`src/his_pkg.sv`:
```
/*
 * Shared constants and carriers for the identification and status register pair
 * of the frame-rate converter host register file.
 * Assumes a host interface on the same clock presents decoded register reads.
 */
//
// Behaviour
// - ID register 00: read-only revision plus product
// - Status register 01 is read-only state
// - Bit 0 low during SDRAM init
// - Bit 1 shows odd pin or decoded
// - Bit 2 sets on input buffer overrun
// - Bits 2-9 stay set until read
// - Bit 3 sets when odd fails toggling
// - Bit 4 sets on vsync time-out
// - Bit 5 sets on mid-active hsync
// - Bit 6 sets on mid-active vsync
// - Bit 7 sets on YUV vsync edge
// - Bit 8 sets on RGB vsync edge
// - Bit 9 sets on output vsync
// - Bit 10 sets on measurement done
// - Measurement flag clears on select change
package his_pkg;

	// Register bus geometry
	localparam int unsigned ADDR_W = 8;
	localparam int unsigned REG_W  = 12;

	// Register addresses
	localparam logic [ADDR_W-1:0] ADDR_CHIP_ID = 8'h00;
	localparam logic [ADDR_W-1:0] ADDR_STATUS  = 8'h01;

	// Identification field layout
	localparam int unsigned REV_LSB  = 0;
	localparam int unsigned REV_W    = 4;
	localparam int unsigned PROD_LSB = 4;
	localparam int unsigned PROD_W   = 8;

	// Status bit positions
	localparam int unsigned ST_MEM_READY   = 0;
	localparam int unsigned ST_PARITY      = 1;
	localparam int unsigned ST_OVERRUN     = 2;
	localparam int unsigned ST_PARITY_ERR  = 3;
	localparam int unsigned ST_VS_TIMEOUT  = 4;
	localparam int unsigned ST_MID_HSYNC   = 5;
	localparam int unsigned ST_MID_VSYNC   = 6;
	localparam int unsigned ST_YUV_VS      = 7;
	localparam int unsigned ST_RGB_VS      = 8;
	localparam int unsigned ST_OUT_VS      = 9;
	localparam int unsigned ST_MEASUREMENT_COMPLETE_FLAG  = 10;
	localparam int unsigned STICKY_LO      = 2;
	localparam int unsigned STICKY_HI      = 9;

	// Vertical sync time-out, in frame store clock periods (2^22)
	localparam int unsigned VS_TIMEOUT_PERIODS = 32'h0040_0000;
	localparam int unsigned VS_CNT_W           = 23;

	// Reset values
	localparam logic [REG_W-1:0] STATUS_RST = 12'h000;
	localparam logic [REG_W-1:0] RDATA_RST  = 12'h000;

	// Single-cycle events raised by capture, frame store and measurement logic
	typedef struct packed {
		logic overrun;     // Input buffer overflow
		logic mid_hsync;   // Hsync edge inside horizontal active
		logic mid_vsync;   // Vsync edge inside vertical active
		logic meas_done;   // Sync measurement finished
	} his_evt_s;

	// Measurement selection settings
	typedef struct packed {
		logic sync_type;   // Vertical versus horizontal sync
		logic period_sel;  // Period versus active length
	} his_meas_sel_s;

endpackage : his_pkg

```
`src/his_status_regs.sv`:
```
/*
 * Identification and status register pair: fixed identity word, live state
 * bits, sticky event flags cleared by a status read, sync detectors.
 * Assumes the host interface decodes reads into a one-cycle strobe with an
 * address on ref_clk; parity and input vsync pins arrive asynchronously and are synchronised here.
 */
`timescale 1ns/10ps

module his_status_regs #(
	parameter logic [3:0]  REVISION_CODE   = 4'h5,   // Arbitrary value
	parameter logic [7:0]  PRODUCT_CODE    = 8'hA7,  // Arbitrary value
	parameter int unsigned VS_TIMEOUT_CYC  = his_pkg::VS_TIMEOUT_PERIODS
) (
	input  wire logic                       ref_clk,
	input  wire logic                       nrst,
	input  wire logic                       rd_strobe,
	input  wire logic [his_pkg::ADDR_W-1:0] rd_addr,
	output logic      [his_pkg::REG_W-1:0]  rd_data_q,
	output logic                            rd_valid_q,
	input  wire logic                       soft_reset,
	input  wire logic                       mem_init_done,
	input  wire logic                       input_field_parity_pin,
	input  wire logic                       decoded_field_parity,
	input  wire logic                       rgb_interlaced_input,
	input  wire logic                       external_rgb_parity_enable,
	input  wire logic                       interlaced_mode,
	input  wire logic                       rgb_input_select,
	input  wire logic                       yuv_input_vertical_sync,
	input  wire logic                       rgb_input_vertical_sync,
	input  wire logic                       output_vertical_sync_pin,
	input  wire his_pkg::his_evt_s          events,
	input  wire his_pkg::his_meas_sel_s     meas_sel,
	output logic                            frame_memory_available_q
);

	// Synchroniser chains for asynchronous pins: parity, yuv vs, rgb vs
	localparam int unsigned NSYNC = 3;
	logic [NSYNC-1:0] pin_raw;
	logic [NSYNC-1:0] sync1_q;
	logic [NSYNC-1:0] sync2_q;
	logic [NSYNC-1:0] sync3_q;

	assign pin_raw = {rgb_input_vertical_sync, yuv_input_vertical_sync, input_field_parity_pin};

	// Two flops per pin, then a third stage for edge detection
	genvar gi;
	generate
		for (gi = 0; gi < NSYNC; gi++) begin : g_sync
			always_ff @(posedge ref_clk or negedge nrst) begin
				if (!nrst) begin
					sync1_q[gi] <= 1'b0;
					sync2_q[gi] <= 1'b0;
					sync3_q[gi] <= 1'b0;
				end else begin
					sync1_q[gi] <= pin_raw[gi];
					sync2_q[gi] <= sync1_q[gi];
					sync3_q[gi] <= sync2_q[gi];
				end
			end
		end
	endgenerate

	// Synchronised levels and active (rising) edges
	logic parity_pin_s;
	logic yuv_vs_edge;
	logic rgb_vs_edge;
	logic sel_vs_edge;

	assign parity_pin_s = sync2_q[0];
	assign yuv_vs_edge  = sync2_q[1] & ~sync3_q[1];
	assign rgb_vs_edge  = sync2_q[2] & ~sync3_q[2];
	assign sel_vs_edge  = rgb_input_select ? rgb_vs_edge : yuv_vs_edge;

	// Live parity: decoded state for RGB interlaced without external parity
	logic parity_live;
	assign parity_live = (rgb_interlaced_input && !external_rgb_parity_enable)
		? decoded_field_parity : parity_pin_s;

	// Memory ready, field parity history, output vsync edge, time-out counter
	logic                        mem_rdy_q;
	logic                        mem_rdy_d;
	logic                        last_parity_q;
	logic                        last_parity_d;
	logic                        parity_seen_q;
	logic                        parity_seen_d;
	logic                        out_vs_q;
	logic                        out_vs_d;
	logic [his_pkg::VS_CNT_W-1:0] vs_cnt_q;
	logic [his_pkg::VS_CNT_W-1:0] vs_cnt_d;
	logic                        parity_err_evt;
	logic                        vs_timeout_evt;
	logic                        out_vs_evt;

	localparam logic [his_pkg::VS_CNT_W-1:0] VS_LAST =
		his_pkg::VS_CNT_W'(VS_TIMEOUT_CYC - 1);

	// Detector next-state logic
	always_comb begin
		mem_rdy_d      = mem_rdy_q;
		last_parity_d  = last_parity_q;
		parity_seen_d  = parity_seen_q;
		out_vs_d       = output_vertical_sync_pin;
		vs_cnt_d       = vs_cnt_q + his_pkg::VS_CNT_W'(1);
		parity_err_evt = 1'b0;
		vs_timeout_evt = 1'b0;
		out_vs_evt     = output_vertical_sync_pin & ~out_vs_q;
		// Low during init after any reset, high once memory is usable
		if (soft_reset) begin
			mem_rdy_d = 1'b0;
		end else if (mem_init_done) begin
			mem_rdy_d = 1'b1;
		end
		// Parity must differ at each vsync in interlaced modes
		if (sel_vs_edge) begin
			last_parity_d = parity_live;
			parity_seen_d = interlaced_mode;
			if (interlaced_mode && parity_seen_q && (parity_live == last_parity_q)) begin
				parity_err_evt = 1'b1;
			end
		end
		// Time-out when no vsync for the programmed number of periods
		if (sel_vs_edge) begin
			vs_cnt_d = '0;
		end else if (vs_cnt_q == VS_LAST) begin
			vs_cnt_d       = '0;
			vs_timeout_evt = 1'b1;
		end
	end

	// Detector registers
	always_ff @(posedge ref_clk or negedge nrst) begin
		if (!nrst) begin
			mem_rdy_q     <= 1'b0;
			last_parity_q <= 1'b0;
			parity_seen_q <= 1'b0;
			out_vs_q      <= 1'b0;
			vs_cnt_q      <= '0;
		end else begin
			mem_rdy_q     <= mem_rdy_d;
			last_parity_q <= last_parity_d;
			parity_seen_q <= parity_seen_d;
			out_vs_q      <= out_vs_d;
			vs_cnt_q      <= vs_cnt_d;
		end
	end

	// Sticky flags, measurement flag and read path
	logic [his_pkg::REG_W-1:0] sticky_q;
	logic [his_pkg::REG_W-1:0] sticky_d;
	logic [his_pkg::REG_W-1:0] set_vec;
	logic [his_pkg::REG_W-1:0] clr_vec;
	logic [his_pkg::REG_W-1:0] status_word;
	logic [his_pkg::REG_W-1:0] id_word;
	logic [his_pkg::REG_W-1:0] rd_data_d;
	logic                      rd_valid_d;
	logic                      measurement_complete_flag_q;
	logic                      measurement_complete_flag_d;
	his_pkg::his_meas_sel_s    meas_sel_q;
	logic                      mem_avail_d;

	// Fixed identity word
	always_comb begin
		id_word = '0;
		id_word[his_pkg::REV_LSB +: his_pkg::REV_W]   = REVISION_CODE;
		id_word[his_pkg::PROD_LSB +: his_pkg::PROD_W] = PRODUCT_CODE;
	end

	// Event sources for each sticky flag
	always_comb begin
		set_vec = '0;
		set_vec[his_pkg::ST_OVERRUN]    = events.overrun;
		set_vec[his_pkg::ST_PARITY_ERR] = parity_err_evt;
		set_vec[his_pkg::ST_VS_TIMEOUT] = vs_timeout_evt;
		set_vec[his_pkg::ST_MID_HSYNC]  = events.mid_hsync;
		set_vec[his_pkg::ST_MID_VSYNC]  = events.mid_vsync;
		set_vec[his_pkg::ST_YUV_VS]     = yuv_vs_edge;
		set_vec[his_pkg::ST_RGB_VS]     = rgb_vs_edge;
		set_vec[his_pkg::ST_OUT_VS]     = out_vs_evt;
	end

	// Assembled status word as presented to the host
	always_comb begin
		status_word = sticky_q;
		status_word[his_pkg::ST_MEM_READY]  = mem_rdy_q;
		status_word[his_pkg::ST_PARITY]     = parity_live;
		status_word[his_pkg::ST_MEASUREMENT_COMPLETE_FLAG] = measurement_complete_flag_q;
		status_word[his_pkg::REG_W-1]       = 1'b0;
	end

	// Read decode, clear-on-read and measurement flag next state
	always_comb begin
		rd_data_d    = his_pkg::RDATA_RST;
		rd_valid_d   = rd_strobe;
		clr_vec      = '0;
		measurement_complete_flag_d = measurement_complete_flag_q;
		mem_avail_d  = mem_rdy_d;
		if (rd_strobe) begin
			case (rd_addr)
				his_pkg::ADDR_CHIP_ID: begin
					rd_data_d = id_word;
				end
				his_pkg::ADDR_STATUS: begin
					rd_data_d = status_word;
					clr_vec   = sticky_q;
				end
				default: begin
					rd_data_d = his_pkg::RDATA_RST;
				end
			endcase
		end
		// Only flags returned are cleared; a new event wins over the clear
		sticky_d = (sticky_q & ~clr_vec) | set_vec;
		sticky_d[his_pkg::STICKY_LO-1:0]        = '0;
		sticky_d[his_pkg::REG_W-1:his_pkg::STICKY_HI+1] = '0;
		// Measurement flag: cleared by a selection change, set by completion
		if (meas_sel != meas_sel_q) begin
			measurement_complete_flag_d = 1'b0;
		end
		if (events.meas_done) begin
			measurement_complete_flag_d = 1'b1;
		end
	end

	// Status, read and measurement registers
	always_ff @(posedge ref_clk or negedge nrst) begin
		if (!nrst) begin
			sticky_q                 <= his_pkg::STATUS_RST;
			rd_data_q                <= his_pkg::RDATA_RST;
			rd_valid_q               <= 1'b0;
			measurement_complete_flag_q             <= 1'b0;
			meas_sel_q               <= '0;
			frame_memory_available_q <= 1'b0;
		end else begin
			sticky_q                 <= sticky_d;
			rd_data_q                <= rd_data_d;
			rd_valid_q               <= rd_valid_d;
			measurement_complete_flag_q             <= measurement_complete_flag_d;
			meas_sel_q               <= meas_sel;
			frame_memory_available_q <= mem_avail_d;
		end
	end

endmodule : his_status_regs

```
`config.mk`:
```
export PLATFORM = sky130hd
export DESIGN_NAME = his_status_regs
export DESIGN_NICKNAME = d
export VERILOG_FILES = /design/src/his_pkg.sv /design/src/his_status_regs.sv
export SDC_FILE = /design/constraint.sdc
export NUM_CORES = 1
export LEC_CHECK = 0
export ABC_CLOCK_PERIOD_IN_PS = 5500
export BUFFER_PORTS_ARGS = -buffer_cell sky130_fd_sc_hd__buf_4
export CORE_MARGIN = 4
export CORE_UTILIZATION = 35
export CTS_CLUSTER_DIAMETER = 120
export DETAILED_ROUTE_END_ITERATION = 8
export HOLD_SLACK_MARGIN = 0.08
export PLACE_DENSITY = 0.58
export REMOVE_ABC_BUFFERS = 1
export SYNTH_ARGS = -nofsm -noshare
export SYNTH_HDL_FRONTEND = slang
export SYNTH_SLANG_ARGS = --single-unit
```
`constraint.sdc`:
```
create_clock -name ref_clk -period 5.5 [get_ports ref_clk]
set_input_delay 0 -clock ref_clk [delete_from_list [all_inputs] [get_ports ref_clk]]
set_output_delay 0 -clock ref_clk [all_outputs]
set_load 0.005 [all_outputs]
```
Yosys cells after proc, flatten, opt, wreduce, memory -nomap -nowiden. Cells that the tools add are included.

Add/sub/neg operators: 1. Equality and inequality tests: 4. Muxes and demuxes: 16. Bitwise logic cells: 9. Reductions and logical operators: 7.

Operators by type and width (count): $mux 23 (2); $pmux 12 s2 (1); $add 23x1->23 const B (1); $eq 23x22->1 const B (1); $mux 10 (2); $mux 12 (1); $and 10x10->10 (1); $mux 1 (10); $not 10->10 (1); $or 10x10->10 (1); $eq 8x1->1 const B (1); $logic_not 8->1 (1); $reduce_bool 2->1 (2); $and 1x1->1 (3); $logic_and 1x1->1 (3); $not 1->1 (3); $ne 2x2->1 (1); $eq 1x1->1 (1); $logic_not 1->1 (1).

Register bits after elaboration: 59. Bits of input ports: 28. Output and inout port bits: 14. Word-level logic and storage cells: 56.

Longest topological paths before layout. Gate-level depths: netlist of the first run.

Depth in word-level cells: 8. Depth in mapped cells: 6. Gate-level depth less buffers: 5.

Worst setup path before layout of the first run. No wires, ideal clock.

Kind: register to register. Start: register vs_cnt_q[0] in the netlist's numbering. End: register vs_cnt_q[2] in the netlist's numbering. Library setup time: 122 ps. Arrival time: 1749 ps. Required time: 5378 ps. Slack: 3629 ps. Cell stages (with the launch flop): 7. Buffers on the path: 1. Period minus slack after synthesis: 1871 ps. Path through: dfrtp_1 ha_1 nand3_1 nor4_1 a31o_2 buf_2 nor2_1.

Longest elaborated chain between the ends: 3. Elaborated cells between the ends (all ways): 4. Classes of those cells: 1 x add/sub; 1 x eq/ne; 2 x mux.

RTL lines: start: declaration (line his_status_regs.sv:88) `logic [his_pkg::VS_CNT_W-1:0] vs_cnt_q;`; start signal: assignment (line his_status_regs.sv:143) `vs_cnt_q <= vs_cnt_d;`; $add 23x1->23 / $eq 23x22->1 (equally long branches) (line his_status_regs.sv:103, his_status_regs.sv:124); $mux 23 * (line his_status_regs.sv:124) `end else if (vs_cnt_q == VS_LAST) begin`; $mux 23 * (line his_status_regs.sv:122) `if (sel_vs_edge) begin`; via vs_cnt_d (one bit) (line his_status_regs.sv:89) `logic [his_pkg::VS_CNT_W-1:0] vs_cnt_d;`.

The timed path passes the listed nets; every way through them passes the cells marked *. A chain may end at the register's enable or synchronous reset.

Worst setup path in the final report of the first run.
Start: register vs_cnt_q[0] in the netlist's numbering. End: register vs_cnt_q[8] in the netlist's numbering.

Same word-level chain as after synthesis.

==> results_dict.tcl, run 1 <==
set metrics [dict create \
    worst_slew_margin_rel_pct 51.3 \
    dieArea_sq_um 7980 \
    wl_um 4210 \
    drt_pass1_iterations 3 \
    place_congestion 0.715 \
    hp-class "in -> reg" \
    synth_compound_area_share_pct 8.97 \
    cts_setup_buffers 0 \
    grt_max_degree 60 \
    n_fill_cell 597 \
    overflow 0 \
    final.setup.tns_ns 0 \
    io_buffers 41 \
    synth-seq-area-share_pct 63.8 \
    vias_per_cell 4.72 \
    rr_worst_depth 5 \
    yosys_warnings 0 \
    worst_pin_slew_ns 0.731 \
    total_power_uw 935 \
    core_area_sq_um 6390 \
    end_kind "flip-flop" \
    vias 1638 \
    finalSetupViolCount 0 \
    syn_to_final_growth_pct 32.7 \
    htreeDepth 3 \
    holdWs_ns 0.116 \
    status "completed" \
    finalCriticalPeriod_ns 2.28 \
    drive_gt1_share_pct 22.6 \
    cap_viol_max_count 0 \
    root_buffer "clkbuf_8" \
    die_x_um 89.3 \
    antenna_cells 0 \
    cts_max_path_buffers 2 \
    clkTransAtPathRegs_ns 0.06 \
    grt_use_total_pct 11.6 \
    yosys.area_share.simple_pct 17.6 \
    grt_pass1_vias 1568 \
    first_iter_violations 53 \
    hold_depth 4 \
    cts_tree "done" \
    multi_input_area_sq_um 790 \
    wl_per_cell_um 12.1 \
    yosysUniqueCellTypes 31 \
    nNetsFinal 294 \
    synth_area_per_cell_sq_um 11.6 \
    syn_inst 200 \
    ys_ff_latch 59 \
    crit_required_ns 5.70 \
    criticalPathCategory "reg -> reg" \
    synth_mux_area_share_pct 0.919 \
    drc_errors 0 \
    synth_xor_area_share_pct 6.05 \
    rsz0062_at_grt "no" \
    cp_data_arrival_time_ns 2.47 \
    clk_latency_ns 0.33 \
    cp_max_fo 20 \
    grt_pass1_wl_um 6930 \
    finClkSkew_ns 0.00515 \
    place_hpwl_um 2750 \
    rows 29 \
    cp-start-kind "flip-flop" \
    ant_nets 0 \
    powerDensity_nw_per_um2 305 \
    antenna_found_initial 0 \
    vdd_drop_max_uv 279 \
    ioPinCount 42 \
    cellLeakagePower_nw 1.44 \
    synthAdderAreaFrac_pct 0.541 \
    clock-sinks 59 \
    ff_latch_area_sq_um 1480 \
    post-route-period-util_pct 41.4 \
    die_h_um 89.3 \
    hold_violations 0 \
    cts_made_buffers 9 \
    slew_viol_final 0 \
    clock.fmax_mhz 439 \
    start_util_pct 36.2 \
    syn_area_sq_um 2310 \
    synth_top_family_by_area "simple AND/OR/NAND/NOR gates" \
]
## per-layer routing
| layer | wire (um) | share of wire [%] | track usage (%) | vias to the layer above |
|---|---|---|---|---|
| li1 | - | - | - | 816 |
| met1 | 1910 | 45 | 14.2 | 785 |
| met2 | 2020 | 48 | 18.2 | 30 |
| met3 | 229 | 5.4 | 4.98 | 7 |
| met4 | 52 | 1.2 | 4.47 | 0 |
| met5 | 0 | 0 | 0 | - |
## final timing paths
check,from,endpoint,slack [ns]
min in group asynchronous,nrst,sync1_q[2],0.27
hold reg to reg,sync1_q[1],sync2_q[1],0.35
setup reg to reg,vs_cnt_q[0],vs_cnt_q[8],3.22
hold / removal,external_rgb_parity_enable,rd_data_q[1],0.12
max in group asynchronous,nrst,sticky_q[9],4.74
setup / recovery,vs_cnt_q[0],vs_cnt_q[8],3.22
## registers in the layout, indices dropped and copies added (netlist names), 2 cells and up
| signal | count |
|---|---|
| meas_sel_q | 2 |
| rd_data_q | 12 |
| sticky_q | 8 |
| sync1_q | 3 |
| sync2_q | 2 |
| sync3_q | 2 |
| vs_cnt_q | 23 |
## where the power goes
group / leakage [nW] / switching [mW] / internal (mW)
Sequential: 0.743 / 0.0196 / 0.459
Combinational: 0.600 / 0.0338 / 0.0407
Clock: 0.0926 / 0.162 / 0.221
Total: 1.44 / 0.215 / 0.720
## through the flow
| stage | cell area, sq um | setup slack, ns | util [%] | cells |
|---|---|---|---|---|
| after global placement | 2700 | 3.32 | 42.2 | 313 |
| after CTS | 3070 | 3.18 | 48.1 | 347 |
| after global routing | 3070 | 2.98 | 48.1 | 347 |
| final | 3070 | 3.22 | 48.1 | 347 |
| after floorplan | 2290 | 3.58 | - | 195 |
| after detailed placement | 2700 | 3.21 | 42.2 | 313 |
## placed cells by master (no fill, tap or decap), types with 4 or more instances in the layout
| cell type | instances |
|---|---|
| dlygate4sd3_1 | 18 |
| xor2_1 | 5 |
| dfrtp_1 | 59 |
| and2_1 | 4 |
| clkbuf_8 | 10 |
| nand4_1 | 4 |
| buf_4 | 41 |
| xnor2_1 | 11 |
| nor2_1 | 23 |
| inv_1 | 7 |
| a21o_1 | 11 |
| or3_1 | 8 |
| a21oi_1 | 7 |
| nand2_1 | 11 |
| nand3_1 | 9 |
| o21ai_0 | 11 |
## cell families after synthesis
group	count (synthesis)
AO/OA/AOI/OAI	33
XOR/XNOR	16
adder cells (fa/ha/maj)	1
buffers and inverters	12
flip-flops	59
multiplexers	2
AND/OR/NAND/NOR	77
## synth_stat cells
cell / instances / share of area [%]
a21o_1: 11 / 3.6
a21oi_1: 7 / 1.5
a21oi_2: 1 / 0.38
a311oi_1: 1 / 0.38
a31o_2: 2 / 0.76
and2_1: 4 / 1.1
and3_1: 1 / 0.27
and4_1: 2 / 0.76
buf_2: 3 / 0.65
clkbuf_1: 2 / 0.32
dfrtp_1: 59 / 64
ha_1: 1 / 0.54
inv_1: 7 / 1.1
mux2_2: 1 / 0.49
mux2i_1: 1 / 0.43
nand2_1: 11 / 1.8
nand3_1: 9 / 1.9
nand4_1: 4 / 1.1
nand4_4: 1 / 0.92
nor2_1: 23 / 3.7
nor2b_1: 3 / 0.81
nor3_1: 3 / 0.65
nor3b_1: 1 / 0.32
nor4_1: 3 / 0.81
nor4b_1: 1 / 0.38
o21ai_0: 11 / 2.4
or2_2: 1 / 0.27
or3_1: 8 / 2.2
or4_1: 2 / 0.65
xnor2_1: 11 / 4.2
xor2_1: 5 / 1.9
## worst max-delay path: stages (launching register included)
cell     delay [ns]
dfrtp_1        0.41
ha_1           0.20
nand3_1        0.21
nor4_1         0.67
a31o_2         0.53
nor2_1         0.12
## layout make-up
cell class / instances / area share (%)
well taps: 77 / 3.14
inverters: 7 / 0.855
clock buffers: 12 / 4.73
flip-flops and latches: 59 / 48.1
repair buffers: 59 / 15.9
clock inverters: 4 / 1.63
multi-input cells: 129 / 25.7
## timing repair
action / in CTS / in global routing
hold buffers: 18 / 0
resized for setup: 0 / 0
hold endpoints to repair: 83 / 0
No activity file was read; power rests on OpenSTA's default activity.
==> run 2: changes to the inputs <==
--- a/config.mk
+++ b/config.mk
@@ -5,14 +5,14 @@
 export SDC_FILE = /design/constraint.sdc
 export NUM_CORES = 1
 export LEC_CHECK = 0
-export ABC_CLOCK_PERIOD_IN_PS = 5500
+export ABC_CLOCK_PERIOD_IN_PS = 1850
 export BUFFER_PORTS_ARGS = -buffer_cell sky130_fd_sc_hd__buf_4
 export CORE_MARGIN = 4
 export CORE_UTILIZATION = 35
 export CTS_CLUSTER_DIAMETER = 120
 export DETAILED_ROUTE_END_ITERATION = 8
 export HOLD_SLACK_MARGIN = 0.08
-export PLACE_DENSITY = 0.58
+export PLACE_DENSITY = 0.6
 export REMOVE_ABC_BUFFERS = 1
 export SYNTH_ARGS = -nofsm -noshare
 export SYNTH_HDL_FRONTEND = slang
==> constraint.sdc (replaced) <==
create_clock -name ref_clk -period 1.85 [get_ports ref_clk]
set_input_delay 0 -clock ref_clk [delete_from_list [all_inputs] [get_ports ref_clk]]
set_output_delay 0 -clock ref_clk [all_outputs]
set_load 0.005 [all_outputs]
==> run 2 against run 1 <==
Compared with the run above: via count up 3.9%; register-to-register slack worse by 3.2 ns; largest power group unchanged; clock skew up 0.0018 ns; largest cell class unchanged; clock power rose to 3.4 times the previous value; maximum frequency up 27%; critical path type unchanged.
==> results_dict.tcl, run 2 (same netlist as run 1, synthesis figures left out) <==
set metrics [dict create \
    status "completed" \
    hp-class "in -> reg" \
    r2r-start "vs_cnt_q[1]" \
    worst_pin_slew_ns 0.717 \
    r2r_slack_ns 0.05 \
    vias 1702 \
    clkPwrFrac_pct 43.4 \
    nNetsFinal 309 \
    cp_max_fo 6 \
    finClkSkew_ns 0.00693 \
    cp-start-kind "flip-flop" \
    cts_made_buffers 9 \
    antenna_found_initial 0 \
    p_int_mw 2.28 \
    grt_max_degree 60 \
    utilization_pct 51.0 \
    syn_to_final_growth_pct 40.7 \
    overflow 0 \
    post_dp_cell_area_sq_um 2780 \
    largest_register_ffs 23 \
    holdWs_ns 0.0967 \
    start_util_pct 36.2 \
    cp_data_arrival_time_ns 2.05 \
    cts_max_path_buffers 2 \
    dieArea_sq_um 7980 \
    htreeDepth 3 \
    root_buffer "clkbuf_8" \
    rows 29 \
    rr_worst_depth 5 \
    fin_ws_ns 0.0540 \
    cts_setup_buffers 0 \
    grt_use_total_pct 12.2 \
    end_kind "flip-flop" \
    cellLeakagePower_nw 1.52 \
    swShare_pct 23.3 \
    die_x_um 89.3 \
    drive_gt1_share_pct 26.7 \
    fin_area_sq_um 3260 \
    reg_top3 "vs_cnt_q (23), rd_data_q (12), sticky_q (8)" \
    cp-endpoint "vs_cnt_q[20]" \
    antenna_cells 0 \
    rsz0062_at_grt "yes" \
    seqPwrFrac_pct 47.8 \
    clock.fmax_mhz 557 \
    finalCriticalPeriod_ns 1.80 \
    cts_tree "done" \
    finalSetupViolCount 0 \
    grt_pass1_wl_um 7290 \
    clkTransAtPathRegs_ns 0.07 \
    wl_um 4430 \
    worst_slew_margin_rel_pct 52.2 \
    wl_per_cell_um 12.2 \
    powerDensity_nw_per_um2 911 \
    drc_errors 0 \
    io_buffers 41 \
    crit_required_ns 2.10 \
    pwr-share-comb_pct 8.8 \
    pre_cts_slack_ns 0.0157 \
    clk_latency_ns 0.33 \
    grt_pass1_vias 1588 \
    largest_register "vs_cnt_q" \
    post-route-period-util_pct 97.1 \
    drt_pass1_iterations 4 \
    clock-sinks 59 \
    r2r-end "vs_cnt_q[20]" \
    first_iter_violations 42 \
    place_congestion 0.726 \
    final_common_cell "dfrtp_1" \
    vias_per_cell 4.70 \
    die_h_um 89.3 \
    place_hpwl_um 2820 \
    core_area_sq_um 6390 \
    cap_viol_max_count 0 \
    slew_viol_final 0 \
    ant_nets 0 \
    layout_common_cells "59 x dfrtp_1, 49 x buf_4, 24 x dlygate4sd3_1" \
    critPathLaunch "vs_cnt_q[1]" \
    final.setup.tns_ns 0 \
    criticalPathCategory "reg -> reg" \
    hold_violations 0 \
    ioPinCount 42 \
    vdd_drop_max_uv 616 \
    power_switching_uw 691 \
]
## run 2: power groups by stage
| stage | Clock [mW] | Sequential (mW) | Combinational, mW |
|---|---|---|---|
| 2_1_floorplan | 0 | 1.43 | 0.101 |
| 3_3_place_gp | 0 | 1.44 | 0.218 |
| 3_5_place_dp | 0 | 1.44 | 0.219 |
| 4_1_cts | 1.33 | 1.41 | 0.262 |
| 5_1_grt | 1.38 | 1.43 | 0.291 |
| 6_report | 1.29 | 1.42 | 0.262 |
## run 2: worst min-delay path by stage
stage                                          start                       end  cells past startpoint
after global placement                          nrst                rd_valid_q                      1
after floorplan                                 nrst  frame_memory_available_q                      0
after global routing      external_rgb_parity_enable              rd_data_q[1]                      4
final                     external_rgb_parity_enable              rd_data_q[1]                      4
after CTS                 external_rgb_parity_enable              rd_data_q[1]                      4
after detailed placement                        nrst             rd_data_q[11]                      1
## run 2: timing repair
action | CTS | global route
pin swaps | 0 | 4
gates resized for setup | 1 | 3
cloned | 0 | 0
hold buffers | 24 | 0
endpoints found under the setup margin | 1 | 7
hold endpoints to repair | 83 | 0
## run 2: layout make-up
cell class,count,area [sq um]
clock buffers,9,124
multi-input cells,129,805
clock inverters,7,101
well taps,77,96.3
fillers,558,3130
repair buffers,74,628
inverters,7,26.3
flip-flops and latches,59,1480
## run 2: critical path: stages, from the launching register on
cell and delay, ns:
dfrtp_1 0.38, ha_2 0.21, nand3_2 0.10, or4_4 0.57, or3_1 0.32, a21oi_1 0.14
## run 2: per-layer routing
layer / up-vias / track usage (%) / routed length, um
met4: 0 / 5.82 / 76
met1: 824 / 15.6 / 1970
met5: - / 0 / 0
met3: 7 / 4.70 / 183
li1: 845 / - / -
met2: 26 / 18.3 / 2200
## run 2: through the flow
step | cells | total power, mW
final | 362 | 2.97
after global routing | 362 | 3.10
after CTS | 362 | 3.01
after detailed placement | 322 | 1.66
after global placement | 322 | 1.65
after floorplan | 195 | 1.53
==> run 3: changes to the inputs <==
--- a/config.mk
+++ b/config.mk
@@ -13,6 +13,7 @@
 export DETAILED_ROUTE_END_ITERATION = 8
 export HOLD_SLACK_MARGIN = 0.08
 export PLACE_DENSITY = 0.6
+export RECOVER_POWER = 25
 export REMOVE_ABC_BUFFERS = 1
 export SYNTH_ARGS = -nofsm -noshare
 export SYNTH_HDL_FRONTEND = slang
==> run 3 against run 2 <==
Compared with the run above: via count increased by 0.47%; sequential cell count did not move; clock power about the same; register-to-register slack is essentially flat; global-route usage is the same; die area unchanged; sequential share of layout area increased by 0.25 points; total power about the same; setup slack got worse by 0.00076 ns; sequential power about the same; critical path type unchanged; largest cell class unchanged; largest power group unchanged.
==> results_dict.tcl, run 3 (same netlist as run 1, synthesis figures left out) <==
set metrics [dict create \
    grt_pass1_vias 1588 \
    post-route-period-util_pct 97.1 \
    largest_register_ffs 23 \
    cts_setup_buffers 0 \
    slew_viol_final 0 \
    wl_um 4410 \
    syn_to_final_growth_pct 39.9 \
    largest_register "vs_cnt_q" \
    antenna_found_initial 0 \
    ioPinCount 42 \
    die_h_um 89.3 \
    fin_area_sq_um 3240 \
    path_cells "ha_2 -> nand3_2 -> or4_4 -> or3_1 -> a21oi_1" \
    rr_worst_depth 5 \
    pre_cts_slack_ns 0.0157 \
    wl_per_cell_um 12.2 \
    drive_gt1_share_pct 25.3 \
    r2r-end "vs_cnt_q[20]" \
    finalCriticalPeriod_ns 1.80 \
    cp_data_arrival_time_ns 2.05 \
    final.setup.tns_ns 0 \
    ant_nets 0 \
    overflow 0 \
    cpPeakStageDelay_ns 0.57 \
    slowest_stage "or4_4" \
    cts_made_buffers 9 \
    cp-start-kind "flip-flop" \
    utilization_pct 50.7 \
    r2r-start "vs_cnt_q[1]" \
    status "completed" \
    place_hpwl_um 2820 \
    wl_met1_um 1980 \
    drc_errors 0 \
    die_x_um 89.3 \
    clock-sinks 59 \
    top_layer "met4" \
    hp-class "in -> reg" \
    finalSetupViolCount 0 \
    crit_required_ns 2.10 \
    worst_pin_slew_ns 1.42 \
    clkTransAtPathRegs_ns 0.07 \
    rows 29 \
    grt_max_degree 60 \
    root_buffer "clkbuf_8" \
    criticalPathCategory "reg -> reg" \
    end_kind "flip-flop" \
    htreeDepth 3 \
    place_congestion 0.726 \
    post_dp_cell_area_sq_um 2780 \
    vdd_drop_max_uv 616 \
    fin_ws_ns 0.0532 \
    hold_start "external_rgb_parity_enable" \
    worst_slew_margin_rel_pct 5.24 \
    cts_max_path_buffers 2 \
    hold_violations 0 \
    cp-endpoint "vs_cnt_q[20]" \
    cellLeakagePower_nw 1.50 \
    vias 1710 \
    vias_per_cell 4.72 \
    powerDensity_nw_per_um2 915 \
    nNetsFinal 309 \
    grt_use_total_pct 12.2 \
    total_power_mw 2.97 \
    core_area_sq_um 6390 \
    cp_max_fo 6 \
    layout_common_cells "59 x dfrtp_1, 28 x buf_4, 24 x dlygate4sd3_1" \
    grt_pass1_wl_um 7290 \
    final_common_cell "dfrtp_1" \
    io_buffers 41 \
    cap_viol_max_count 0 \
    rsz0062_at_grt "yes" \
    dr_wl_met3_um 189 \
    first_iter_violations 56 \
    reg_top3 "vs_cnt_q (23), rd_data_q (12), sticky_q (8)" \
    route.met2.wl_um 2170 \
    critPathLaunch "vs_cnt_q[1]" \
    dieArea_sq_um 7980 \
    clk_latency_ns 0.33 \
    r2r_slack_ns 0.05 \
    cts_tree "done" \
    drt_pass1_iterations 4 \
    finClkSkew_ns 0.00687 \
    antenna_cells 0 \
    clock.fmax_mhz 557 \
    start_util_pct 36.2 \
]
## run 3: cell types whose count changed in the layout (fill, tap and decap cells not counted), sizes merged
cell,change
buf,-21
clkbuf,+21
## run 3: worst min-delay path by stage
stage | endpoint | cells after the start
4_1_cts | rd_data_q[1] | 4
2_1_floorplan | frame_memory_available_q | 0
3_5_place_dp | rd_data_q[11] | 1
5_1_grt | rd_data_q[1] | 4
6_report | rd_data_q[1] | 4
3_3_place_gp | rd_valid_q | 1
## run 3: per-layer routing
layer	track usage, %	vias to the layer above
li1	-	846
met1	15.6	829
met2	18.3	28
met3	4.70	7
met4	5.82	0
met5	0	-
## run 3: critical path: cells and delay by family, from the launching register on
kind,cells,cell delay (ns)
AO/OA/AOI/OAI,1,0.14
adder cells (fa/ha/maj),1,0.21
flip-flops,1,0.39
AND/OR/NAND/NOR,3,0.99
## run 3: final cells by class
class	instances	area [sq um]
repair buffers	74	611
clock buffers	9	124
clock inverters	7	101
inverters	7	26.3
well taps	77	96.3
fillers	563	3150
multi-input cells	129	805
flip-flops and latches	59	1480
## run 3: power breakdown
group	leakage, nW	switching, mW	internal, mW	total (mW)
sequential	0.743	0.0556	1.36	1.42
clock	0.106	0.523	0.766	1.29
combinational	0.647	0.114	0.144	0.258
## run 3: what timing repair did
action                     4_1_cts  5_1_grt
setup endpoints to repair        1        7
hold buffers                    24        0
resized for setup                1        3
cloned                           0        0
pin swaps                        0        4
hold endpoints to repair        83        0
## run 3: per-stage QoR
| step | hold slack (ns) | instances |
|---|---|---|
| 2_1_floorplan | -0.296 | 195 |
| 3_3_place_gp | 0.108 | 322 |
| 3_5_place_dp | 0.107 | 322 |
| 4_1_cts | 0.0867 | 362 |
| 5_1_grt | 0.115 | 362 |
| 6_report | 0.0970 | 362 |
